<file path="src/logic/tcc_pkg.sv">
// Shared constants and types for the timer counter core
// Function
// - Overflow flag sets when the counter wraps to zero after matching modulo.
// - Overflow request asserts only while overflow flag and its enable are set.
// - Channel events set the channel flag; request only when channel enabled.
// - Wait mode keeps counting, blocks register access; enabled requests wake.
// - Stop mode freezes everything, keeps all state, resumes where it left.
// - Counter holds still while break is active.
// - With break clear enable high, flags may be cleared during break.
// - With it low, break accesses leave flags; two-step clear survives break.
// - Divider select picks bus clock divided 1 to 64, or external pin.
// - External pin selected forces it to input, else it stays port I/O.
// - Overflow flag clears by read seeing it set, then writing zero.
// - Writing one to overflow flag is ignored; reset clears flag and enable.
// - Halt bit stops counting; reset sets it.
// - Counter clear bit zeroes counter and prescaler, self-clears, reads zero.
// - Halt and clear in one write leave the counter stopped at zero.
// - Reset clears the divider select field, giving the undivided bus clock.
// - High byte read latches low byte; held until the low byte is read or the counter is cleared.
// - Counter bytes are read-only; reset and counter clear zero them.
// - At modulo, flag and restart at zero; high modulo write inhibits flag.
package tcc_pkg;

  localparam logic [5:0] TCC_IDX_CTRL  = 6'h20;
  localparam logic [5:0] TCC_IDX_CNTH  = 6'h21;
  localparam logic [5:0] TCC_IDX_CNTL  = 6'h22;
  localparam logic [5:0] TCC_IDX_MODH  = 6'h23;
  localparam logic [5:0] TCC_IDX_MODL  = 6'h24;
  localparam logic [5:0] TCC_IDX_CHAN  = 6'h25;

  localparam int TCC_BIT_OVF    = 7;
  localparam int TCC_BIT_OVFIE  = 6;
  localparam int TCC_BIT_HALT   = 5;
  localparam int TCC_BIT_CLR    = 4;
  localparam int TCC_BIT_CHF    = 7;
  localparam int TCC_BIT_CHIE   = 6;

  localparam logic [2:0]  TCC_PS_RESET  = 3'h0;
  localparam logic [2:0]  TCC_PS_EXT    = 3'h7;
  localparam logic        TCC_HALT_RST  = 1'b1;
  localparam logic [15:0] TCC_CNT_RESET = 16'h0000;
  localparam logic [15:0] TCC_MOD_RESET = 16'hFFFF;
  localparam logic [7:0]  TCC_BYTE_ZERO = 8'h00;
  localparam logic [23:0] TCC_PAD_ZERO  = 24'h00_0000;
  localparam logic [5:0]  TCC_DIV_RESET = 6'h00;

  localparam int TCC_FLAG_OVF  = 0;
  localparam int TCC_FLAG_CHAN = 1;
  localparam int TCC_NFLAGS    = 2;

  typedef struct packed {
    logic [15:0] cnt;
    logic [15:0] modv;
    logic        mod_inh;
    logic        ovf_ie;
    logic        halt;
    logic [2:0]  ps;
    logic        ch_ie;
    logic        lo_latched;
    logic [7:0]  lo_buf;
    logic        ovf_pulse;
    logic        pready;
    logic        pslverr;
    logic [31:0] prdata;
  } tcc_core_state_type;

  typedef struct packed {
    logic [5:0] div;
    logic [2:0] sync;
  } tcc_pres_state_type;

  typedef struct packed {
    logic flag;
    logic armed;
  } tcc_flag_state_type;

endpackage : tcc_pkg

</file>
<file path="src/logic/tcc_tick_if.sv">
// Tick request and answer between the core and its prescaler
`timescale 1ns/1ps
interface tcc_tick_if;
  logic [2:0] sel;
  logic       clr;
  logic       run;
  logic       ext_pin;
  logic       tick;

  modport core (
    output sel,
    output clr,
    output run,
    output ext_pin,
    input  tick
  );

  modport pres (
    input  sel,
    input  clr,
    input  run,
    input  ext_pin,
    output tick
  );
endinterface : tcc_tick_if

</file>
<file path="src/logic/tcc_core.sv">
// Timer counter core: counter, control register, flags and APB slave
//
// The implementer's own choice: register access over APB.
`timescale 1ns/1ps
module tcc_core
  import tcc_pkg::*;
(
  input  wire logic        clk_sys,
  input  wire logic        sys_rst,
  input  wire logic        psel,
  input  wire logic        penable,
  input  wire logic        pwrite,
  input  wire logic [7:0]  paddr,
  input  wire logic [31:0] pwdata,
  output logic             pready,
  output logic [31:0]      prdata,
  output logic             pslverr,
  input  wire logic        external_count_clock,
  input  wire logic        port_direction_bit,
  output logic             ext_pin_force_input,
  output logic             ext_pin_dir_eff,
  input  wire logic        channel_event,
  input  wire logic        break_active,
  input  wire logic        break_clear_enable,
  input  wire logic        wait_mode,
  input  wire logic        stop_mode,
  output logic [15:0]      counter_value,
  output logic             overflow_event,
  output logic             overflow_irq,
  output logic             channel_irq,
  output logic             wake_req
);

  tcc_core_state_type r;
  tcc_core_state_type n;

  tcc_tick_if tk ();

  logic [TCC_NFLAGS-1:0] set_evt;
  logic [TCC_NFLAGS-1:0] rd_seen;
  logic [TCC_NFLAGS-1:0] wr_zero;
  logic [TCC_NFLAGS-1:0] flags;
  logic                  protect;
  logic                  acc;
  logic                  prep;
  logic                  done;
  logic                  done_ok;
  logic [5:0]            idx;
  logic                  blocked;
  logic                  clr_cmd;
  logic                  run;
  logic                  wrap;
  logic [7:0]            rd_byte;

  function automatic logic tcc_mapped(input logic [5:0] i);
    return (i == TCC_IDX_CTRL) || (i == TCC_IDX_CNTH) ||
           (i == TCC_IDX_CNTL) || (i == TCC_IDX_MODH) ||
           (i == TCC_IDX_MODL) || (i == TCC_IDX_CHAN);
  endfunction : tcc_mapped

  function automatic logic tcc_hit(input logic [5:0] i,
                                   input logic [5:0] want);
    return i == want;
  endfunction : tcc_hit

  tcc_prescaler u_pres (
    .clk_sys (clk_sys),
    .sys_rst (sys_rst),
    .tk      (tk)
  );

  generate
    for (genvar g = 0; g < TCC_NFLAGS; g++)
    begin : g_flag
      tcc_flag u_flag (
        .clk_sys (clk_sys),
        .sys_rst (sys_rst),
        .set_evt (set_evt[g]),
        .rd_seen (rd_seen[g]),
        .wr_zero (wr_zero[g]),
        .protect (protect),
        .hold    (stop_mode),
        .flag    (flags[g])
      );
    end
  endgenerate

  // Bus phases: one wait state, then completion with side effects
  assign idx     = paddr[7:2];
  assign acc     = psel & penable;
  assign prep    = acc & ~r.pready;
  assign done    = acc & r.pready;
  assign done_ok = done & ~r.pslverr;
  // Register file is unreachable while the core sleeps
  assign blocked = wait_mode | stop_mode;

  assign clr_cmd = done_ok & pwrite & tcc_hit(idx, TCC_IDX_CTRL) &
                   pwdata[TCC_BIT_CLR];
  assign run     = ~r.halt & ~break_active & ~stop_mode;
  assign wrap    = tk.tick & ~clr_cmd & (r.cnt == r.modv);

  assign protect = break_active & ~break_clear_enable;

  assign tk.sel     = r.ps;
  assign tk.clr     = clr_cmd;
  assign tk.run     = run;
  assign tk.ext_pin = external_count_clock;

  always_comb
  begin
    set_evt = '0;
    rd_seen = '0;
    wr_zero = '0;
    set_evt[TCC_FLAG_OVF]  = wrap & ~r.mod_inh;
    set_evt[TCC_FLAG_CHAN] = channel_event;
    if (done_ok && !pwrite)
    begin
      rd_seen[TCC_FLAG_OVF]  = tcc_hit(idx, TCC_IDX_CTRL);
      rd_seen[TCC_FLAG_CHAN] = tcc_hit(idx, TCC_IDX_CHAN);
    end
    // Writing one to a flag bit does nothing
    if (done_ok && pwrite)
    begin
      wr_zero[TCC_FLAG_OVF]  = tcc_hit(idx, TCC_IDX_CTRL) &
                               ~pwdata[TCC_BIT_OVF];
      wr_zero[TCC_FLAG_CHAN] = tcc_hit(idx, TCC_IDX_CHAN) &
                               ~pwdata[TCC_BIT_CHF];
    end
  end

  always_comb
  begin
    rd_byte = TCC_BYTE_ZERO;
    case (idx)
      TCC_IDX_CTRL:
        // Clear bit always reads back as zero
        rd_byte = {flags[TCC_FLAG_OVF], r.ovf_ie, r.halt,
                   1'b0, 1'b0, r.ps};
      TCC_IDX_CNTH:
        rd_byte = r.cnt[15:8];
      TCC_IDX_CNTL:
        rd_byte = r.lo_latched ? r.lo_buf : r.cnt[7:0];
      TCC_IDX_MODH:
        rd_byte = r.modv[15:8];
      TCC_IDX_MODL:
        rd_byte = r.modv[7:0];
      TCC_IDX_CHAN:
        rd_byte = {flags[TCC_FLAG_CHAN], r.ch_ie, 6'h00};
      default:
        rd_byte = TCC_BYTE_ZERO;
    endcase
  end

  always_comb
  begin
    n = r;
    n.ovf_pulse = 1'b0;

    if (prep)
    begin
      n.pready  = 1'b1;
      n.prdata  = {TCC_PAD_ZERO, rd_byte};
      n.pslverr = blocked | ~tcc_mapped(idx);
    end
    else if (done)
    begin
      n.pready  = 1'b0;
      n.pslverr = 1'b0;
    end

    // Counting; a clear in the same cycle takes precedence
    if (wrap && run)
    begin
      n.cnt       = TCC_CNT_RESET;
      n.ovf_pulse = ~r.mod_inh;
    end
    else if (tk.tick)
      n.cnt = r.cnt + 16'h0001;

    if (done_ok && pwrite)
    begin
      case (idx)
        TCC_IDX_CTRL:
        begin
          n.ovf_ie = pwdata[TCC_BIT_OVFIE];
          n.halt   = pwdata[TCC_BIT_HALT];
          n.ps     = pwdata[2:0];
          if (pwdata[TCC_BIT_CLR])
          begin
            // Halt in the same write leaves the count parked at zero
            n.cnt        = TCC_CNT_RESET;
            n.lo_latched = 1'b0;
            n.ovf_pulse  = 1'b0;
          end
        end
        TCC_IDX_MODH:
        begin
          n.modv[15:8] = pwdata[7:0];
          n.mod_inh    = 1'b1;
        end
        TCC_IDX_MODL:
        begin
          n.modv[7:0] = pwdata[7:0];
          n.mod_inh   = 1'b0;
        end
        TCC_IDX_CHAN:
          n.ch_ie = pwdata[TCC_BIT_CHIE];
        default:
          n.ch_ie = r.ch_ie;
      endcase
    end
    else if (done_ok && !pwrite)
    begin
      case (idx)
        TCC_IDX_CNTH:
          // Repeated high reads keep the first snapshot
          if (!r.lo_latched)
          begin
            n.lo_buf     = r.cnt[7:0];
            n.lo_latched = 1'b1;
          end
        TCC_IDX_CNTL:
          n.lo_latched = 1'b0;
        default:
          n.lo_latched = r.lo_latched;
      endcase
    end
  end

  always_ff @(posedge clk_sys)
  begin
    if (sys_rst)
    begin
      r.cnt        <= TCC_CNT_RESET;
      r.modv       <= TCC_MOD_RESET;
      r.mod_inh    <= 1'b0;
      r.ovf_ie     <= 1'b0;
      r.halt       <= TCC_HALT_RST;
      r.ps         <= TCC_PS_RESET;
      r.ch_ie      <= 1'b0;
      r.lo_latched <= 1'b0;
      r.lo_buf     <= TCC_BYTE_ZERO;
      r.ovf_pulse  <= 1'b0;
      r.pready     <= 1'b0;
      r.pslverr    <= 1'b0;
      r.prdata     <= 32'h0000_0000;
    end
    else
      r <= n;
  end

  assign pready  = r.pready;
  assign prdata  = r.prdata;
  assign pslverr = r.pslverr;

  assign counter_value  = r.cnt;
  assign overflow_event = r.ovf_pulse;

  // Pin is taken over as an input whenever it is selected as the count clock, halted or not
  assign ext_pin_force_input = (r.ps == TCC_PS_EXT);
  assign ext_pin_dir_eff     = port_direction_bit &
                               ~ext_pin_force_input;

  assign overflow_irq = flags[TCC_FLAG_OVF] & r.ovf_ie;
  assign channel_irq  = flags[TCC_FLAG_CHAN] & r.ch_ie;
  // Halting before wait stops new overflow wakeups; a set flag or the channel request still wakes
  assign wake_req     = overflow_irq | channel_irq;

endmodule : tcc_core

</file>
<file path="src/logic/tcc_flag.sv">
// Status flag with read-then-write-zero clearing and break protection
`timescale 1ns/1ps
module tcc_flag
  import tcc_pkg::*;
(
  input  wire logic clk_sys,
  input  wire logic sys_rst,
  input  wire logic set_evt,
  input  wire logic rd_seen,
  input  wire logic wr_zero,
  input  wire logic protect,
  input  wire logic hold,
  output logic      flag
);

  tcc_flag_state_type r;
  tcc_flag_state_type n;

  always_comb
  begin
    n = r;
    if (hold)
      n = r;
    else if (set_evt)
    begin
      // A fresh event cancels any half-done clear; set wins
      n.flag  = 1'b1;
      n.armed = 1'b0;
    end
    else if (!protect)
    begin
      if (wr_zero && r.armed)
      begin
        n.flag  = 1'b0;
        n.armed = 1'b0;
      end
      else if (rd_seen && r.flag)
        n.armed = 1'b1;
    end
  end

  assign flag = r.flag;

  always_ff @(posedge clk_sys)
  begin
    if (sys_rst)
    begin
      r.flag  <= 1'b0;
      r.armed <= 1'b0;
    end
    else
      r <= n;
  end

endmodule : tcc_flag

</file>
<file path="src/logic/tcc_prescaler.sv">
// Bus clock prescaler and external count clock synchroniser
`timescale 1ns/1ps
module tcc_prescaler
  import tcc_pkg::*;
(
  input  wire logic clk_sys,
  input  wire logic sys_rst,
  tcc_tick_if.pres  tk
);

  tcc_pres_state_type r;
  tcc_pres_state_type n;

  function automatic logic [5:0] tcc_div_mask(input logic [2:0] sel);
    logic [6:0] m;
    m = (7'h01 << sel) - 7'h01;
    return m[5:0];
  endfunction : tcc_div_mask

  always_comb
  begin
    n = r;
    // Synchroniser runs always so a halted count sees no stale edge
    n.sync = {r.sync[1:0], tk.ext_pin};
    if (tk.clr)
      n.div = TCC_DIV_RESET;
    else if (tk.run)
      n.div = r.div + 6'h01;
  end

  always_comb
  begin
    if (tk.sel == TCC_PS_EXT)
      tk.tick = tk.run & r.sync[1] & ~r.sync[2];
    else
      tk.tick = tk.run &
        ((r.div & tcc_div_mask(tk.sel)) == tcc_div_mask(tk.sel));
  end

  always_ff @(posedge clk_sys)
  begin
    if (sys_rst)
    begin
      r.div  <= TCC_DIV_RESET;
      r.sync <= 3'h0;
    end
    else
      r <= n;
  end

endmodule : tcc_prescaler

</file>
<file path="config.mk">
export PLATFORM = sky130hd
export DESIGN_NAME = tcc_core
export DESIGN_NICKNAME = d
export VERILOG_FILES = /design/src/logic/tcc_pkg.sv /design/src/logic/tcc_tick_if.sv /design/src/logic/tcc_core.sv /design/src/logic/tcc_flag.sv /design/src/logic/tcc_prescaler.sv
export SDC_FILE = /design/constraint.sdc
export NUM_CORES = 1
export LEC_CHECK = 0
export BUFFER_PORTS_ARGS = -buffer_cell sky130_fd_sc_hd__buf_2
export CORE_MARGIN = 3
export CORE_UTILIZATION = 40
export CTS_CLUSTER_DIAMETER = 150
export DETAILED_ROUTE_END_ITERATION = 7
export PLACE_DENSITY = 0.7
export SYNTH_ARGS = -nofsm -noshare
export SYNTH_HDL_FRONTEND = slang
export SYNTH_SLANG_ARGS = --single-unit
</file>
<file path="constraint.sdc">
create_clock -name clk_sys -period 2.75 [get_ports clk_sys]
set_clock_uncertainty 0.2 [all_clocks]
set_input_delay 0.55 -clock clk_sys [delete_from_list [all_inputs] [get_ports clk_sys]]
set_output_delay 0.55 -clock clk_sys [all_outputs]
set_load 0.02 [all_outputs]
</file>
==> reports/metrics.cfg <==
[layout]
syn_to_final_growth_pct=9.90
drive_gt1_share_pct=19.3
final_area_um2=4370
n_antenna_cell=0
fin_nets=562

[cts]
hold_buffers=0
cts_buffer_depth=2
clk_pin_slew_ps=80
cts_resized=0
cts_tree=done
root_buffer=clkbuf_8
clkSinkCount=72
htree_levels=3
clk_latency_ps=350
cts_inserted_buffers=9
cts_setup_buffers=0

[drt]
drt_pass1_iterations=4
postRouteAntennaNets=0
post-route-drc-count=0
routedWlPerCell_um=15.3
via_per_inst=5.31
num_vias=3402
drt_iter0_markers=170
wirelength_um=9780

[global_routing]
grt_usage_pct=17.6
grt_max_degree=49
grt_pass1_wl_um=15900
grt_pass1_vias=3204
grt.overflow.total=0
antenna_found_initial=0

[synth]
synth.avg_cell_area_um2=8.38
ys_ff_latch=72
synth_top_cell_area_share_pct=36.2
synth_ff_type=dfxtp_1
syn_inst=475
yosys.area.top_type=dfxtp_1
yosysSeqAreaShare_pct=36.2
synth_most_common_cell=dfxtp_1
synth_area_um2=3980
async_flop_share_pct=0
synth.distinct_cells=57
yosys_warnings=0
synth_enable_flop_cells=0
synthTopCellsByArea=dfxtp_1 36%, buf_4 9.1%, nand2_1 5.8%
synth_common_cells=72 x dfxtp_1, 62 x nand2_1, 48 x buf_4

[die]
ios=108
die_w_um=106
core_um2=9460
die_h_um=106
initial_core_util_pct=42.1
row_count=35
die-area_um2=11200

[pwr]
p_per_area_nw_per_um2=487
max-vdd-ir-drop_v=0.000181
leakage_nw=1.71

[setup_path]
path_depth=7
r2r_cells=7
startpoint_type=flip-flop
worst-endpoint-arrival_ps=2560
cpLargestDelayFamily=compound AO/OA/AOI/OAI gates
regToRegEndpoint=counter_value[2]
reg2reg_from=tk.sel[1]
r2r_setup_slack_ps=270
cp_max_fo=20
path_buf_inv=2
startpoint=tk.sel[1]
slowest_delay_ps=670
crit_end=counter_value[2]
end_kind=flip-flop
critPathKind=reg -> reg
cp.required_ps=2830
cp_slowest_cell=o22ai_2
crit_path_cell_trace=a21boi_0 > a2111oi_4 > o22ai_2 > buf_4 > o21bai_2 > buf_12 > a21oi_1

[timing]
maxSlewViolCount=0
finalSetupTns_ps=0
max_slew_margin_pct=43.2
rsz0062_at_grt=no
finalSetupViolations=0
max_freq_mhz=403
period_minus_slack_ps=2480
final-hold-violation-count=0
period_share_pct=90.3
setup_ws_ps=268
tightest_slew_ps=852

[hold_path]
worst_hold_startpoint=external_count_clock
hold_class=in -> reg

[placement]
dp_slack_ps=50.2
placed_cell_area_um2=4170
place_congestion=0.848
hpwl_um=7310
io_buffer_count=57

[job]
drv_cap=0

[status]
status=finished, final reports clean

## how the worst min path moves through the flow
stage	end	cells past startpoint
floorplan	u_pres.n[2]	1
global placement	u_pres.n[2]	1
detailed placement	u_pres.n[2]	1
CTS	u_pres.n[1]	2
global route	u_pres.n[1]	2
finish	u_pres.n[1]	2
## cell usage in the layout (no fill, tap or decap), drive strengths merged, types with 5 or more instances in the layout
cell / instances
and2: 9
conb: 24
o31ai: 6
or4: 6
a21oi: 23
or3: 9
nand3b: 18
nand2: 62
xor2: 21
and3: 6
a221oi: 7
inv: 9
nor2b: 6
nor4: 6
o21ai: 17
buf: 70
dfxtp: 72
a211oi: 9
nand3: 9
nand4: 5
clkbuf: 9
nor2: 38
mux2i: 20
## routing by layer
metal  wire, µm  GRT usage, %  vias up
met2       4670          28.6      102
met4        199          7.22        0
met3        562          3.18       14
met5          0             0        -
met1       4350          22.9     1624
li1           -             -     1662
## logic make-up after synthesis
logic type      share of synthesized area [%]
simple gates                             26.2
compound gates                           14.7
buf+inv                                  12.4
flops                                    36.2
xor+xnor                                 4.84
mux                                      5.03
fa+ha+maj                               0.629
other cells                            0.0942
## flip-flops by register name, summed over array words and instances, names as in the netlist
signal and count:
g_flag.u_flag.r 2, pslverr 1, u_pres.n 2, r 29, g_flag.u_flag.flag 2, overflow_event 1
tk.sel 3, u_pres.r 7, pready 1, counter_value 16, prdata 8
## metrics by stage
stage | hold slack (ps) | util, % | instances | power [mW]
finish | 208 | 46.2 | 641 | 2.13
detailed placement | 238 | 44.0 | 626 | 1.25
CTS | 206 | 46.2 | 641 | 2.14
floorplan | 214 | - | 498 | 1.23
global placement | 217 | 44.0 | 626 | 1.25
global route | 250 | 46.2 | 641 | 2.20
## worst register-to-register path: cells and delay by family, from the launching register on
kind                   cells  cell delay (ps)
AOI/OAI and AO/OA          5             1340
DFF                        1              460
buffers and inverters      2              420
## report_power, final
group          internal (mW)  switching [mW]
clock network          0.502           0.399
registers               1.05         0.00819
logic                 0.0538           0.112
total                   1.61           0.519
## layout make-up
cell class,instances,area (µm²)
Fill cell,963,5080
Sequential cell,72,1440
Clock buffer,9,124
Clock inverter,6,85.1
Tap cell,129,161
Multi-Input combinational cell,346,2130
Inverter,9,33.8
Timing Repair Buffer,70,395
No activity file was read; power rests on OpenSTA's default activity.
